`config.mk`:
```
export PLATFORM = sky130hd
export DESIGN_NAME = gco_ctrl
export DESIGN_NICKNAME = d
export VERILOG_FILES = /design/src/pkg/gco_pkg.sv /design/src/verilog/gco_ctrl.sv /design/src/verilog/gco_fifo.sv
export SDC_FILE = /design/constraint.sdc
export NUM_CORES = 1
export LEC_CHECK = 0
export ABC_AREA = 1
export BUFFER_PORTS_ARGS = -buffer_cell sky130_fd_sc_hd__clkbuf_2
export CORE_MARGIN = 10
export CORE_UTILIZATION = 59
export CTS_CLUSTER_SIZE = 8
export DETAILED_ROUTE_END_ITERATION = 10
export PLACE_DENSITY_LB_ADDON = 0.05
export SYNTH_ARGS = -nofsm -noshare
export SYNTH_HDL_FRONTEND = slang
export SYNTH_SLANG_ARGS = --single-unit
```
`constraint.sdc`:
```
create_clock -name clock -period 3.52 [get_ports clock]
set_clock_uncertainty 0.05 [all_clocks]
set_input_delay 0.704 -clock clock [delete_from_list [all_inputs] [get_ports clock]]
set_output_delay 0.704 -clock clock [all_outputs]
set_load 0.1 [all_outputs]
```
`src/pkg/gco_pkg.sv`:
```
// Shared constants and types for the genlocked composite output controller
package gco_pkg;
  localparam int unsigned CNT_W          = 10;
  localparam int unsigned PIX_W          = 10;
  localparam int unsigned FINE_W         = 4;
  localparam int unsigned DEG_W          = 9;
  localparam int unsigned FIFO_DEPTH     = 8;
  // Clocks per line and lines per frame for each standard, and the shared active picture start clock
  localparam logic [9:0]  H_TOTAL_525    = 10'h35a;  // 858
  localparam logic [9:0]  H_TOTAL_625    = 10'h360;  // 864
  localparam logic [9:0]  H_ACTIVE_START = 10'h08a;  // 138
  localparam logic [9:0]  V_TOTAL_525    = 10'h20d;  // 525
  localparam logic [9:0]  V_TOTAL_625    = 10'h271;  // 625
  // Last blanked line, counting lines from 1
  localparam logic [9:0]  VB_NARROW_525  = 10'h009;
  localparam logic [9:0]  VB_NARROW_625  = 10'h006;
  localparam logic [9:0]  VB_WIDE_525    = 10'h014;
  localparam logic [9:0]  VB_WIDE_625    = 10'h016;
  // Sample levels
  localparam logic [9:0]  BLACK_LEVEL    = 10'h040;
  localparam logic [9:0]  SETUP_OFFSET   = 10'h01e;
  localparam logic [9:0]  PIX_MAX        = 10'h3ac;
  localparam int unsigned BAR_SHIFT      = 7;
  localparam logic [9:0]  DEG_FULL       = 10'h168;  // 360 degrees

  typedef enum logic [1:0] {GCO_MUTE_NONE, GCO_MUTE_NOISE, GCO_FREEZE_NOISE} gco_mute_e;
  typedef enum logic [1:0] {GCO_PAT_OFF, GCO_PAT_BLACK, GCO_PAT_BARS} gco_pat_e;

  // Luma of the eight colour bars, white to black
  function automatic logic [9:0] bar_level(input logic [2:0] idx);
    case (idx)
      3'h0:    bar_level = 10'h3ac;
      3'h1:    bar_level = 10'h36a;
      3'h2:    bar_level = 10'h2f0;
      3'h3:    bar_level = 10'h2ae;
      3'h4:    bar_level = 10'h1f0;
      3'h5:    bar_level = 10'h1ae;
      3'h6:    bar_level = 10'h134;
      default: bar_level = 10'h040;
    endcase
  endfunction : bar_level
endpackage : gco_pkg

```
`src/verilog/gco_ctrl.sv`:
```
// Output timing and conditioning stage of the composite converter
`timescale 1ns/1ps
`default_nettype none
module gco_ctrl #(
  parameter int unsigned DEPTH = gco_pkg::FIFO_DEPTH
) (
  input  wire logic                        clock,
  input  wire logic                        srst,
  input  wire logic                        genlock_en,
  input  wire logic [gco_pkg::CNT_W-1:0]   vert_offset,
  input  wire logic [gco_pkg::CNT_W-1:0]   horz_offset,
  input  wire logic [gco_pkg::FINE_W-1:0]  fine_offset,
  input  wire logic [gco_pkg::DEG_W-1:0]   sch_adjust,
  input  wire logic [gco_pkg::DEG_W-1:0]   ref_sch_phase,
  input  wire logic                        vblank_wide,
  input  wire logic [1:0]                  mute_mode,
  input  wire logic [1:0]                  pattern_sel,
  input  wire logic                        setup_en,
  input  wire logic                        ref_present,
  input  wire logic                        ref_vsync,
  input  wire logic                        in_locked,
  input  wire logic                        in_frame_start,
  input  wire logic                        in_line_625,
  input  wire logic                        in_valid,
  input  wire logic [gco_pkg::PIX_W-1:0]   in_data,
  output logic                             in_ready_q,
  output logic [gco_pkg::PIX_W-1:0]        out_data_q,
  output logic                             out_blank_q,
  output logic                             out_hsync_q,
  output logic                             out_vsync_q,
  output logic                             out_std625_q,
  output logic                             out_genlocked_q,
  output logic [gco_pkg::FINE_W-1:0]       fine_phase_q,
  output logic [gco_pkg::DEG_W-1:0]        sch_phase_q,
  output logic                             freeze_q
);
  // Pin inputs pass two flops; third stage only feeds edge detects
  logic [4:0] pin_meta_q, pin_sync_q;
  logic       ref_vs_prev_q, in_fs_prev_q;
  logic       ref_ok, in_ok, line625_pin, ref_edge, in_edge;

  always_ff @(posedge clock) begin
    if (srst) begin
      pin_meta_q    <= '0;
      pin_sync_q    <= '0;
      ref_vs_prev_q <= 1'b0;
      in_fs_prev_q  <= 1'b0;
    end else begin
      pin_meta_q    <= {ref_present, ref_vsync, in_locked, in_frame_start, in_line_625};
      pin_sync_q    <= pin_meta_q;
      ref_vs_prev_q <= pin_sync_q[3];
      in_fs_prev_q  <= pin_sync_q[1];
    end
  end

  always_comb begin
    ref_ok      = pin_sync_q[4];
    in_ok       = pin_sync_q[2];
    line625_pin = pin_sync_q[0];
    ref_edge    = pin_sync_q[3] && !ref_vs_prev_q;
    in_edge     = pin_sync_q[1] && !in_fs_prev_q;
  end

  // Timing state
  logic [gco_pkg::CNT_W-1:0] h_q, h_d, v_q, v_d, h_total, v_total, vb_last;
  logic                      std625_q, std625_d;
  logic [1:0]                mute_q, mute_d, pat_q, pat_d;
  logic                      locked_mode, frame_end;

  // Reference lock only with genlock on and a reference seen
  always_comb begin
    locked_mode = genlock_en && ref_ok;
    h_total     = std625_q ? gco_pkg::H_TOTAL_625 : gco_pkg::H_TOTAL_525;
    v_total     = std625_q ? gco_pkg::V_TOTAL_625 : gco_pkg::V_TOTAL_525;
    frame_end   = (h_q == h_total - 1'b1) && (v_q == v_total - 1'b1);
    h_d         = (h_q == h_total - 1'b1) ? '0 : h_q + 1'b1;
    v_d         = (h_q == h_total - 1'b1) ? ((v_q == v_total - 1'b1) ? '0 : v_q + 1'b1) : v_q;
    std625_d    = std625_q;
    mute_d      = mute_q;
    pat_d       = pat_q;
    if (frame_end) begin
      std625_d = line625_pin;
      mute_d   = mute_mode;
      pat_d    = pattern_sel;
    end
    if (locked_mode && ref_edge) begin
      // Reference frame start lands on the programmed offsets
      h_d = (horz_offset < h_total) ? horz_offset : '0;
      v_d = (vert_offset < v_total) ? vert_offset : '0;
    end else if (!genlock_en && in_edge) begin
      // Reference ignored; output follows input frame start
      h_d = '0;
      v_d = '0;
    end
  end

  always_ff @(posedge clock) begin
    if (srst) begin
      h_q      <= '0;
      v_q      <= '0;
      std625_q <= 1'b0;
      mute_q   <= gco_pkg::GCO_MUTE_NONE;
      pat_q    <= gco_pkg::GCO_PAT_OFF;
    end else begin
      h_q      <= h_d;
      v_q      <= v_d;
      std625_q <= std625_d;
      mute_q   <= mute_d;
      pat_q    <= pat_d;
    end
  end

  // Input samples through the FIFO; drained only in active picture
  logic                      f_valid, pop, blank, noisy;
  logic [gco_pkg::PIX_W-1:0] f_data;

  always_comb begin
    if (std625_q) begin
      vb_last = vblank_wide ? gco_pkg::VB_WIDE_625 : gco_pkg::VB_NARROW_625;
    end else begin
      vb_last = vblank_wide ? gco_pkg::VB_WIDE_525 : gco_pkg::VB_NARROW_525;
    end
    blank = (v_q < vb_last) || (h_q < gco_pkg::H_ACTIVE_START);
    pop   = !blank;
    noisy = !in_ok;
  end

  gco_fifo #(
    .WIDTH (gco_pkg::PIX_W),
    .DEPTH (DEPTH)
  ) u_fifo (
    .clock     (clock),
    .srst      (srst),
    .s_valid   (in_valid),
    .s_data    (in_data),
    .s_ready_q (in_ready_q),
    .m_valid   (f_valid),
    .m_data    (f_data),
    .m_ready   (pop)
  );

  // Output conditioning; pattern wins over mute, mute over video
  logic [gco_pkg::PIX_W-1:0] pix_d;
  logic [gco_pkg::PIX_W:0]   lifted;
  logic [gco_pkg::CNT_W:0]   sch_sum;
  logic [gco_pkg::DEG_W-1:0] sch_d;
  logic                      freeze_d;
  localparam int unsigned    CNT_W_EXT = gco_pkg::CNT_W + 1;  // Sum width, room for one carry

  always_comb begin
    lifted   = {1'b0, f_data} + {1'b0, gco_pkg::SETUP_OFFSET};
    freeze_d = (mute_q == gco_pkg::GCO_FREEZE_NOISE) && noisy;
    pix_d    = f_valid ? f_data : gco_pkg::BLACK_LEVEL;
    if (!std625_q && setup_en && f_valid) begin
      pix_d = (lifted > {1'b0, gco_pkg::PIX_MAX}) ? gco_pkg::PIX_MAX : lifted[gco_pkg::PIX_W-1:0];
    end
    if ((mute_q == gco_pkg::GCO_MUTE_NOISE) && noisy) begin
      pix_d = gco_pkg::BLACK_LEVEL;
    end
    case (pat_q)
      gco_pkg::GCO_PAT_BLACK: pix_d = gco_pkg::BLACK_LEVEL;
      gco_pkg::GCO_PAT_BARS:  pix_d = gco_pkg::bar_level(3'(h_q >> gco_pkg::BAR_SHIFT));
      default:                pix_d = pix_d;
    endcase
    if (blank) begin
      pix_d = gco_pkg::BLACK_LEVEL;
    end
    // ScH held to the reference when locked, trimmed in one-degree steps
    sch_sum = (CNT_W_EXT'(ref_sch_phase)) + (CNT_W_EXT'(sch_adjust));
    if (!locked_mode) begin
      sch_sum = CNT_W_EXT'(sch_adjust);
    end
    if (sch_sum >= {1'b0, gco_pkg::DEG_FULL}) begin
      sch_sum = sch_sum - {1'b0, gco_pkg::DEG_FULL};
    end
    sch_d = sch_sum[gco_pkg::DEG_W-1:0];
  end

  always_ff @(posedge clock) begin
    if (srst) begin
      out_data_q      <= gco_pkg::BLACK_LEVEL;
      out_blank_q     <= 1'b1;
      out_hsync_q     <= 1'b0;
      out_vsync_q     <= 1'b0;
      out_std625_q    <= 1'b0;
      out_genlocked_q <= 1'b0;
      fine_phase_q    <= '0;
      sch_phase_q     <= '0;
      freeze_q        <= 1'b0;
    end else begin
      out_data_q      <= pix_d;
      out_blank_q     <= blank;
      out_hsync_q     <= (h_q == '0);
      out_vsync_q     <= (h_q == '0) && (v_q == '0);
      out_std625_q    <= std625_q;
      out_genlocked_q <= locked_mode;
      fine_phase_q    <= locked_mode ? fine_offset : '0;
      sch_phase_q     <= sch_d;
      freeze_q        <= freeze_d;
    end
  end

  // Checks on the output stage
  a_genlock_flag: assert property (@(posedge clock) disable iff (srst)
    ##1 (out_genlocked_q == $past(genlock_en && ref_ok)))
    else $error("genlock status does not follow enable and reference");
  a_vert_offset: assert property (@(posedge clock) disable iff (srst)
    (locked_mode && ref_edge && vert_offset < v_total) |=> (v_q == $past(vert_offset)))
    else $error("vertical offset not applied at reference frame start");
  a_horz_offset: assert property (@(posedge clock) disable iff (srst)
    (locked_mode && ref_edge && horz_offset < h_total) |=> (h_q == $past(horz_offset)))
    else $error("horizontal offset not applied at reference frame start");
  a_fine_free: assert property (@(posedge clock) disable iff (srst)
    !locked_mode |=> (fine_phase_q == '0))
    else $error("fine phase offset applied without reference lock");
  a_vblank_lines: assert property (@(posedge clock) disable iff (srst)
    (v_q < vb_last) |=> (out_blank_q && out_data_q == gco_pkg::BLACK_LEVEL))
    else $error("line inside vertical blanking was not blanked");
  a_wide_625: assert property (@(posedge clock) disable iff (srst)
    (std625_q && vblank_wide && v_q == (gco_pkg::VB_WIDE_625 - 10'h001)) |=> out_blank_q)
    else $error("wide 625 blanking ended early");
  a_mute_black: assert property (@(posedge clock) disable iff (srst)
    (mute_q == gco_pkg::GCO_MUTE_NOISE && noisy && pat_q == gco_pkg::GCO_PAT_OFF)
      |=> (out_data_q == gco_pkg::BLACK_LEVEL))
    else $error("noisy input not muted");
  a_freeze_flag: assert property (@(posedge clock) disable iff (srst)
    (mute_q == gco_pkg::GCO_FREEZE_NOISE && !in_ok) |=> freeze_q)
    else $error("freeze not requested on lost input lock");
  a_pattern_frame: assert property (@(posedge clock) disable iff (srst)
    (!frame_end) |=> $stable(pat_q) && $stable(mute_q))
    else $error("pattern or mute changed inside a frame");
  a_std_frame: assert property (@(posedge clock) disable iff (srst)
    (!frame_end) |=> $stable(std625_q))
    else $error("line standard changed inside a frame");
  a_sch_range: assert property (@(posedge clock) disable iff (srst)
    ##1 ({1'b0, sch_phase_q} < gco_pkg::DEG_FULL))
    else $error("subcarrier phase out of range");
  a_follow_input: assert property (@(posedge clock) disable iff (srst)
    (!genlock_en && in_edge) |=> (h_q == '0 && v_q == '0))
    else $error("output did not follow input frame start");
endmodule : gco_ctrl
`default_nettype wire

```
`src/verilog/gco_fifo.sv`:
```
// Flip-flop FIFO with valid and ready on both sides
`timescale 1ns/1ps
`default_nettype none
module gco_fifo #(
  parameter int unsigned WIDTH = 10,
  parameter int unsigned DEPTH = 8
) (
  input  wire logic             clock,
  input  wire logic             srst,
  input  wire logic             s_valid,
  input  wire logic [WIDTH-1:0] s_data,
  output logic                  s_ready_q,
  output logic                  m_valid,
  output logic [WIDTH-1:0]      m_data,
  input  wire logic             m_ready
);
  localparam int unsigned AW = $clog2(DEPTH);
  logic [WIDTH-1:0] mem_q [DEPTH];
  logic [AW-1:0]    wr_q, wr_d, rd_q, rd_d;
  logic [AW:0]      cnt_q, cnt_d;
  logic             push, pop;

  // Ready is registered so the source sees a clean level
  always_comb begin
    push    = s_valid && s_ready_q;
    pop     = m_valid && m_ready;
    m_valid = (cnt_q != '0);
    m_data  = mem_q[rd_q];
    wr_d    = push ? ((wr_q == AW'(DEPTH - 1)) ? '0 : wr_q + 1'b1) : wr_q;
    rd_d    = pop ? ((rd_q == AW'(DEPTH - 1)) ? '0 : rd_q + 1'b1) : rd_q;
    cnt_d   = cnt_q + (AW+1)'(push) - (AW+1)'(pop);
  end

  always_ff @(posedge clock) begin
    if (srst) begin
      wr_q      <= '0;
      rd_q      <= '0;
      cnt_q     <= '0;
      s_ready_q <= 1'b0;
    end else begin
      wr_q      <= wr_d;
      rd_q      <= rd_d;
      cnt_q     <= cnt_d;
      s_ready_q <= (cnt_d < (AW+1)'(DEPTH));
    end
    if (push) begin
      mem_q[wr_q] <= s_data;
    end
  end
endmodule : gco_fifo
`default_nettype wire

```
-- Word-level counts from Yosys, hierarchy flattened
Memories as Yosys holds them, arrays and structs flattened. A register that Yosys moved wholly into a read port is not among the register bits.
Cells that the tools add are included.
- register bits after elaboration: 77
- memory bits (writable): 80
- output and inout port bits: 30
- logic and storage cells: 111
- memories: 1
- memories (memory ; depth ; bits a word ; read ports ; clocked after Yosys merged registers in ; wr ports ; line ; RTL):
    u_fifo.mem_q ; 8 ; 10 ; 1 ; 1 ; 1 ; gco_fifo.sv:18 ; logic [WIDTH-1:0] mem_q [DEPTH];
- add/sub/neg operators: 11
- magnitude comparators: 7
- equal/unequal tests: 14
- multiplexer cells: 28
- bitwise logic cells: 1
- reductions and logical operators: 27
- operators with widths (kind ; count):
    2-to-1 mux 10 bit ; 14
    one-hot mux 10 bit (7 select lines) ; 1
    less-than comparator 10 bit ; 3
    adder 10 x 1 -> 10 bit, second input constant ; 2
    == test 10 bit ; 2
    zero test 10 bit ; 2
    one-hot mux 10 bit (2 select lines) ; 1
    == test 3 bit, second input constant ; 5
    2-to-1 mux 5 bit ; 3
    logical AND 1 bit ; 13
    2-to-1 mux 3 bit ; 4
    adder 10 x 5 -> 11 bit, second input constant ; 1
    > comparator 11 x 10 -> 1 bit, second input constant ; 1
    adder 9 x 9 -> 10 bit ; 1
    >= comparator 10 x 9 -> 1 bit, second input constant ; 1
    less-than comparator 10 x 8 -> 1 bit, second input constant ; 1
    subtractor 10 x 1 -> 10 bit, second input constant ; 1
    subtractor 9 x 2 -> 10 bit, second input constant ; 1
    2-to-1 mux 9 bit ; 1
    subtractor 9 bit, second input constant ; 1
    2-to-1 mux 7 bit ; 1
    adder 3 x 1 -> 3 bit, second input constant ; 2
    == test 3 x 2 -> 1 bit, second input constant ; 2
    zero test 1 bit ; 6
    14 further kinds ; 18

-- Longest topological paths before layout
- depth after elaboration: 8
- mapped depth: 21
- mapped depth without buffers: 20

-- Modules after synthesis
A second synthesis with hierarchy kept.
- cell total of the unflattened synthesis: 1109
- area, all modules: 8733.4 sq um
- modules (own cells, without submodules) (module ; times used ; cells each ; area an instance (sq um)):
    gco_ctrl ; 1 ; 663 ; 4474.3
    gco_fifo ; 1 ; 446 ; 4259.1

-- Worst setup path after synthesis
No wires, ideal clock.
- kind: input port to flip-flop
- start: input port vblank_wide
- end: register u_fifo.cnt_q[2]
- arrival: 2630 ps
- path slack: 712 ps
- cell stages on the path: 14
- path through: nor2_1 ha_1 a21oi_1 nor2_1 o21ai_0 nand3_1 nand2_1 nor2_1 ha_1 inv_1 ha_1 fa_1 xnor2_1 nor2_1
- cells in the longest elaborated chain, start to end: 7
- elaborated cells between the ends (all ways): 8
- those cells by class: 1 x add/sub; 1 x order compare; 3 x mux; 3 x reduce/logical
- ends and longest elaborated chain (element ; line ; RTL):
    start, declared ; gco_ctrl.sv:15 ; input wire logic vblank_wide,
    2-to-1 mux 5 bit, on equally long branches ; gco_ctrl.sv:121, gco_ctrl.sv:119 ;
    2-to-1 mux 5 bit (*) ; gco_ctrl.sv:118 ; if (std625_q) begin
    less-than comparator 10 bit (*) ; gco_ctrl.sv:123 ; blank = (v_q < vb_last) || (h_q < gco_pkg::H_ACTIVE_START);
    logical OR 1 bit (*) ; gco_ctrl.sv:123 ;
    zero test 1 bit (*) ; gco_ctrl.sv:124 ; pop = !blank;
    logical AND 1 bit (*) ; gco_fifo.sv:26 ; pop = m_valid && m_ready;
    subtractor 4 x 1 -> 4 bit (*) ; gco_fifo.sv:31 ; cnt_d = cnt_q + (AW+1)'(push) - (AW+1)'(pop);
    end signal, assigned ; gco_fifo.sv:43 ; cnt_q <= cnt_d;
    end, declared ; gco_fifo.sv:20 ; logic [AW:0] cnt_q, cnt_d;
Every way passes the cells marked *; elsewhere a longest branch is shown, timed or not.
A chain may end at the register's enable or synchronous reset.

-- Final worst setup path
- start: register std625_q
- end: register u_fifo.cnt_q[2]
- cells in the longest elaborated chain, start to end: 6
- ends and longest elaborated chain (element ; line ; RTL):
    start, declared ; gco_ctrl.sv:66 ; logic std625_q, std625_d;
    start signal, assigned ; gco_ctrl.sv:107 ; std625_q <= std625_d;
    2-to-1 mux 5 bit ; gco_ctrl.sv:118 ;
    less-than comparator 10 bit ; gco_ctrl.sv:123 ;
    logical OR 1 bit ; gco_ctrl.sv:123 ;
    zero test 1 bit ; gco_ctrl.sv:124 ;
    logical AND 1 bit ; gco_fifo.sv:26 ;
    subtractor 4 x 1 -> 4 bit ; gco_fifo.sv:31 ;
Every way passes these cells.

==> qor.csv <==
stage,metric,value,unit
power_and_ir_drop,leakage,4.39,nW
run,MaxCap Viol Count,0,
synth,synthesized instance count,1028,
synth,ys flop type,edfxtp_1,
sta,Slew headroom,0.525,
power_and_ir_drop,Flop pwr share,0.441,
power_and_ir_drop,NetSw,1.38,mW
worst_setup_path,"critical path fanouts, max",6,
floorplan,Core ar.,0.0139,mm2
hold_path,Min-Delay Path Depth,2,
global_routing,gr ovfl total,0,
sta,Slew @ Worst Pin,712,ps
synth,Synth cell types,53,
sta,crit share post-route,0.792,
floorplan,Initial Util,0.603,
power_and_ir_drop,Pwr per Cell Area,491,mW/mm2
routing,WL per Instance,14.2,um
sta,Max Clock Freq,359,MHz
run_status,status,"complete, no violations",
routing,Initial DRC Count,495,
power_and_ir_drop,Logic pwr share,0.178,
hold_path,worst hold start,pin_meta_q[3],
synth,top cell type by total area after synthesis,edfxtp_1,
worst_setup_path,Critical Path Max Stage Delay,390,ps
clock_network,CTS tree,done,
global_routing,pin count of the biggest net entering global routing,41,
synth,number of flops mapped to enable cells by yosys,80,
placed_design,detailed-placement wirelength estimate,13600,um
global_routing,global-route wire length before repair,31500,um
synth,Syn Area/Cell,8.17,um2
hold_path,Hold WC Path Type,flop to flop,
layout,diodes inserted,0,
floorplan,Die X-Extent,139,um
global_routing,vias in the first global route,6588,
layout,utilization after layout,0.691,
sta,Setup TNS Final,0,ps
worst_setup_path,"reg-to-reg slack, setup",730,ps
placed_design,GPL Wtd Cong,0.881,
synth,top cell type's share of synthesized area,0.286,
worst_setup_path,CP endpoint kind,flop,
floorplan,IO Count,97,
clock_network,post-CTS setup buffer count,0,
synth,async set-reset flop share out of synthesis,0,
worst_setup_path,WS Path Type,flop to flop,
clock_network,CTS resizes,0,
sta,Final Slew Violations,0,
clock_network,cts hold-fix bufs,0,
worst_setup_path,CP bufs+invs,2,
global_routing,Overall Global Routing Usage,0.195,
hold_path,Hold Path Sink,pin_sync_q[3],
layout,fillers,1200,
power_and_ir_drop,Sw Share,0.292,
sta,RSZ-0062 raised after global routing,false,
worst_setup_path,RR Endpoint,u_fifo.cnt_q[2],
layout,area delta synth->final,14.7,%
routing,Via density,5.22,
floorplan,die height,139,um
routing,drt pass-1 iters,5,
worst_setup_path,crit-path cells,inv_1 > ha_1 > o21ai_0 > nand2_1 > a21oi_1 > nor2_1 > o21ai_0 > nand3_1 > nand2_1 > nor2_1 > ha_1 > inv_1 > ha_1 > fa_1 > xnor2_1 > nor2_1,
clock_network,Root Driver,clkbuf_16,
worst_setup_path,reg2reg path depth,16,
synth,Synthesized Nets,1136,
synth,YS warnings,0,
clock_network,CTS Buffer Depth,2,
worst_setup_path,cell family with most CP delay,adder cells,
routing,DRT Wirelength,18800,um
clock_network,Sink Count,160,
clock_network,Clock Latency Late Sink,430,ps
worst_setup_path,Required @ worst endpoint,3780,ps
power_and_ir_drop,peak supply drop,452,uV
worst_setup_path,slowest cell on the critical path,fa_1,
floorplan,die footprint,0.0194,mm2
synth,Post-Syn Area,0.00840,mm2
layout,layout cell share with drive strength beyond 1,0.165,
worst_setup_path,CP arrival,3040,ps
worst_setup_path,worst reg2reg path startpoint,std625_q,
clock_network,number of CTS-inserted buffers,17,
clock_network,H-tree Lvls,4,
routing,vias,6910,
routing,DRC,0,
power_and_ir_drop,clock power share,0.381,
global_routing,initial antenna violation count,0,
sta,Final Hold Viols,0,
clock_network,"Clk pin slew, worst setup/hold paths",60,ps
synth,"Seq/Total Area, Yosys",0.477,
sta,# setup viols final,0,
placed_design,IO buf count,96,
layout,Nets,1239,
routing,"antenna viol nets, final",0,
synth,largest cells by area after synthesis,"edfxtp_1 29%, dfxtp_1 19%, nand2_1 10%",
worst_setup_path,CP startpoint kind,flop,
synth,Synth Register Bits,160,
sta,fin crit period,2790,ps
power_and_ir_drop,total internal power,3.35,mW
floorplan,Rows,43,
stage by stage:
stage | power (mW) | hold slack (ps) | instances | worst slack [ps] | instance area [um2]
floorplan | 2.76 | 338 | 1028 | 712 | 8400
global placement | 2.95 | 338 | 1292 | 447 | 9050
detailed placement | 2.96 | 344 | 1292 | 342 | 9050
CTS | 4.75 | 353 | 1324 | 725 | 9640
global route | 4.96 | 373 | 1324 | 485 | 9640
finish | 4.73 | 351 | 1324 | 733 | 9640
cell usage in the layout (no fill, tap or decap), types with 6 or more instances in the layout:
cell type / instances
xor2_1: 9
o21ai_0: 43
inv_1: 149
clkbuf_16: 17
nand3_1: 95
nand2_2: 14
nand2_1: 226
clkbuf_2: 96
a21oi_1: 50
nor2_1: 105
nor3_1: 19
nand4_1: 9
o21bai_1: 9
ha_1: 38
buf_4: 19
edfxtp_1: 80
o21ai_1: 6
dfxtp_1: 80
cells by family after synthesis:
family	after synthesis	synth area share
AND/OR/NAND/NOR	491	0.258
buffers and inverters	187	0.0944
flip-flops	160	0.477
AO/OA/AOI/OAI	137	0.0949
adder cells (fa/ha/maj)	41	0.0637
XOR/XNOR	12	0.0125
state kept, by name, indices dropped and copies added, names as in the netlist, 2 cells and up, named ones only:
signal	flops
h_q	10
pat_q	2
u_fifo.rd_q	3
u_fifo.cnt_q	4
mute_q	2
pin_sync_q	5
fine_phase_q	4
v_q	10
out_data_q	10
u_fifo.wr_q	3
sch_phase_q	9
u_fifo.mem_q	80
pin_meta_q	5
Yosys cell counts, types with 2 or more instances:
master     instances
nor2_2             2
buf_4              4
a211oi_1           2
a31oi_1            4
nor2_1           105
xnor2_1            3
edfxtp_1          80
buf_2              8
o2111ai_1          2
nand3_1           95
o21bai_1           9
o31ai_1            3
o211ai_1           2
fa_1               3
a21oi_1           50
inv_1            149
a21oi_2            4
ha_1              38
nand2_1          226
nand2_2           14
nand3b_1           2
o21ai_0           43
buf_1              2
nand3_2            3
nand4_1            9
a21boi_0           3
buf_6              8
inv_2              5
dfxtp_1           80
clkbuf_1           8
nor3_1            20
o21ai_1            6
o21ai_2            2
or2_2              3
and2_1             2
nor4_1             4
xor2_1             9
area by class of cell:
class,instances,area (um2),area share
clock buffer,17,425,0.0442
clock inverter,15,159,0.0165
tap,180,225,0.0234
multi-input combinational,681,3610,0.374
inverter,156,591,0.0613
timing repair buffer,115,623,0.0647
sequential,160,4000,0.416
power by group through the flow:
stage	clock network [mW]	registers (mW)	logic, mW
2_1_floorplan	0	2.25	0.511
3_3_place_gp	0	2.12	0.830
3_5_place_dp	0	2.13	0.838
4_1_cts	1.82	2.09	0.843
5_1_grt	1.91	2.09	0.954
6_report	1.80	2.09	0.843
metal layers:
layer | vias up | track usage | share of wire
met5 | - | 0 | 0
met4 | 0 | 0.0527 | 0.011
met3 | 17 | 0.0565 | 0.057
met2 | 143 | 0.307 | 0.46
met1 | 3181 | 0.257 | 0.47
li1 | 3569 | - | -
worst min-delay path, cell delays in order (launching register included):
cell	delay [ps]
dfxtp_1	300
inv_1	40
nor2_1	30
worst max path at each step:
stage / start / cells past startpoint / endpoint / slack (ps)
after global routing: v_q[1] / 15 / u_fifo.cnt_q[2] / 490
after CTS: std625_q / 16 / u_fifo.cnt_q[2] / 730
final: std625_q / 16 / u_fifo.cnt_q[2] / 730
after floorplan: vblank_wide / 14 / u_fifo.cnt_q[2] / 710
after global placement: vblank_wide / 17 / u_fifo.cnt_q[2] / 450
after detailed placement: vblank_wide / 17 / u_fifo.cnt_q[2] / 340
Power figures use the tool's default switching activity.
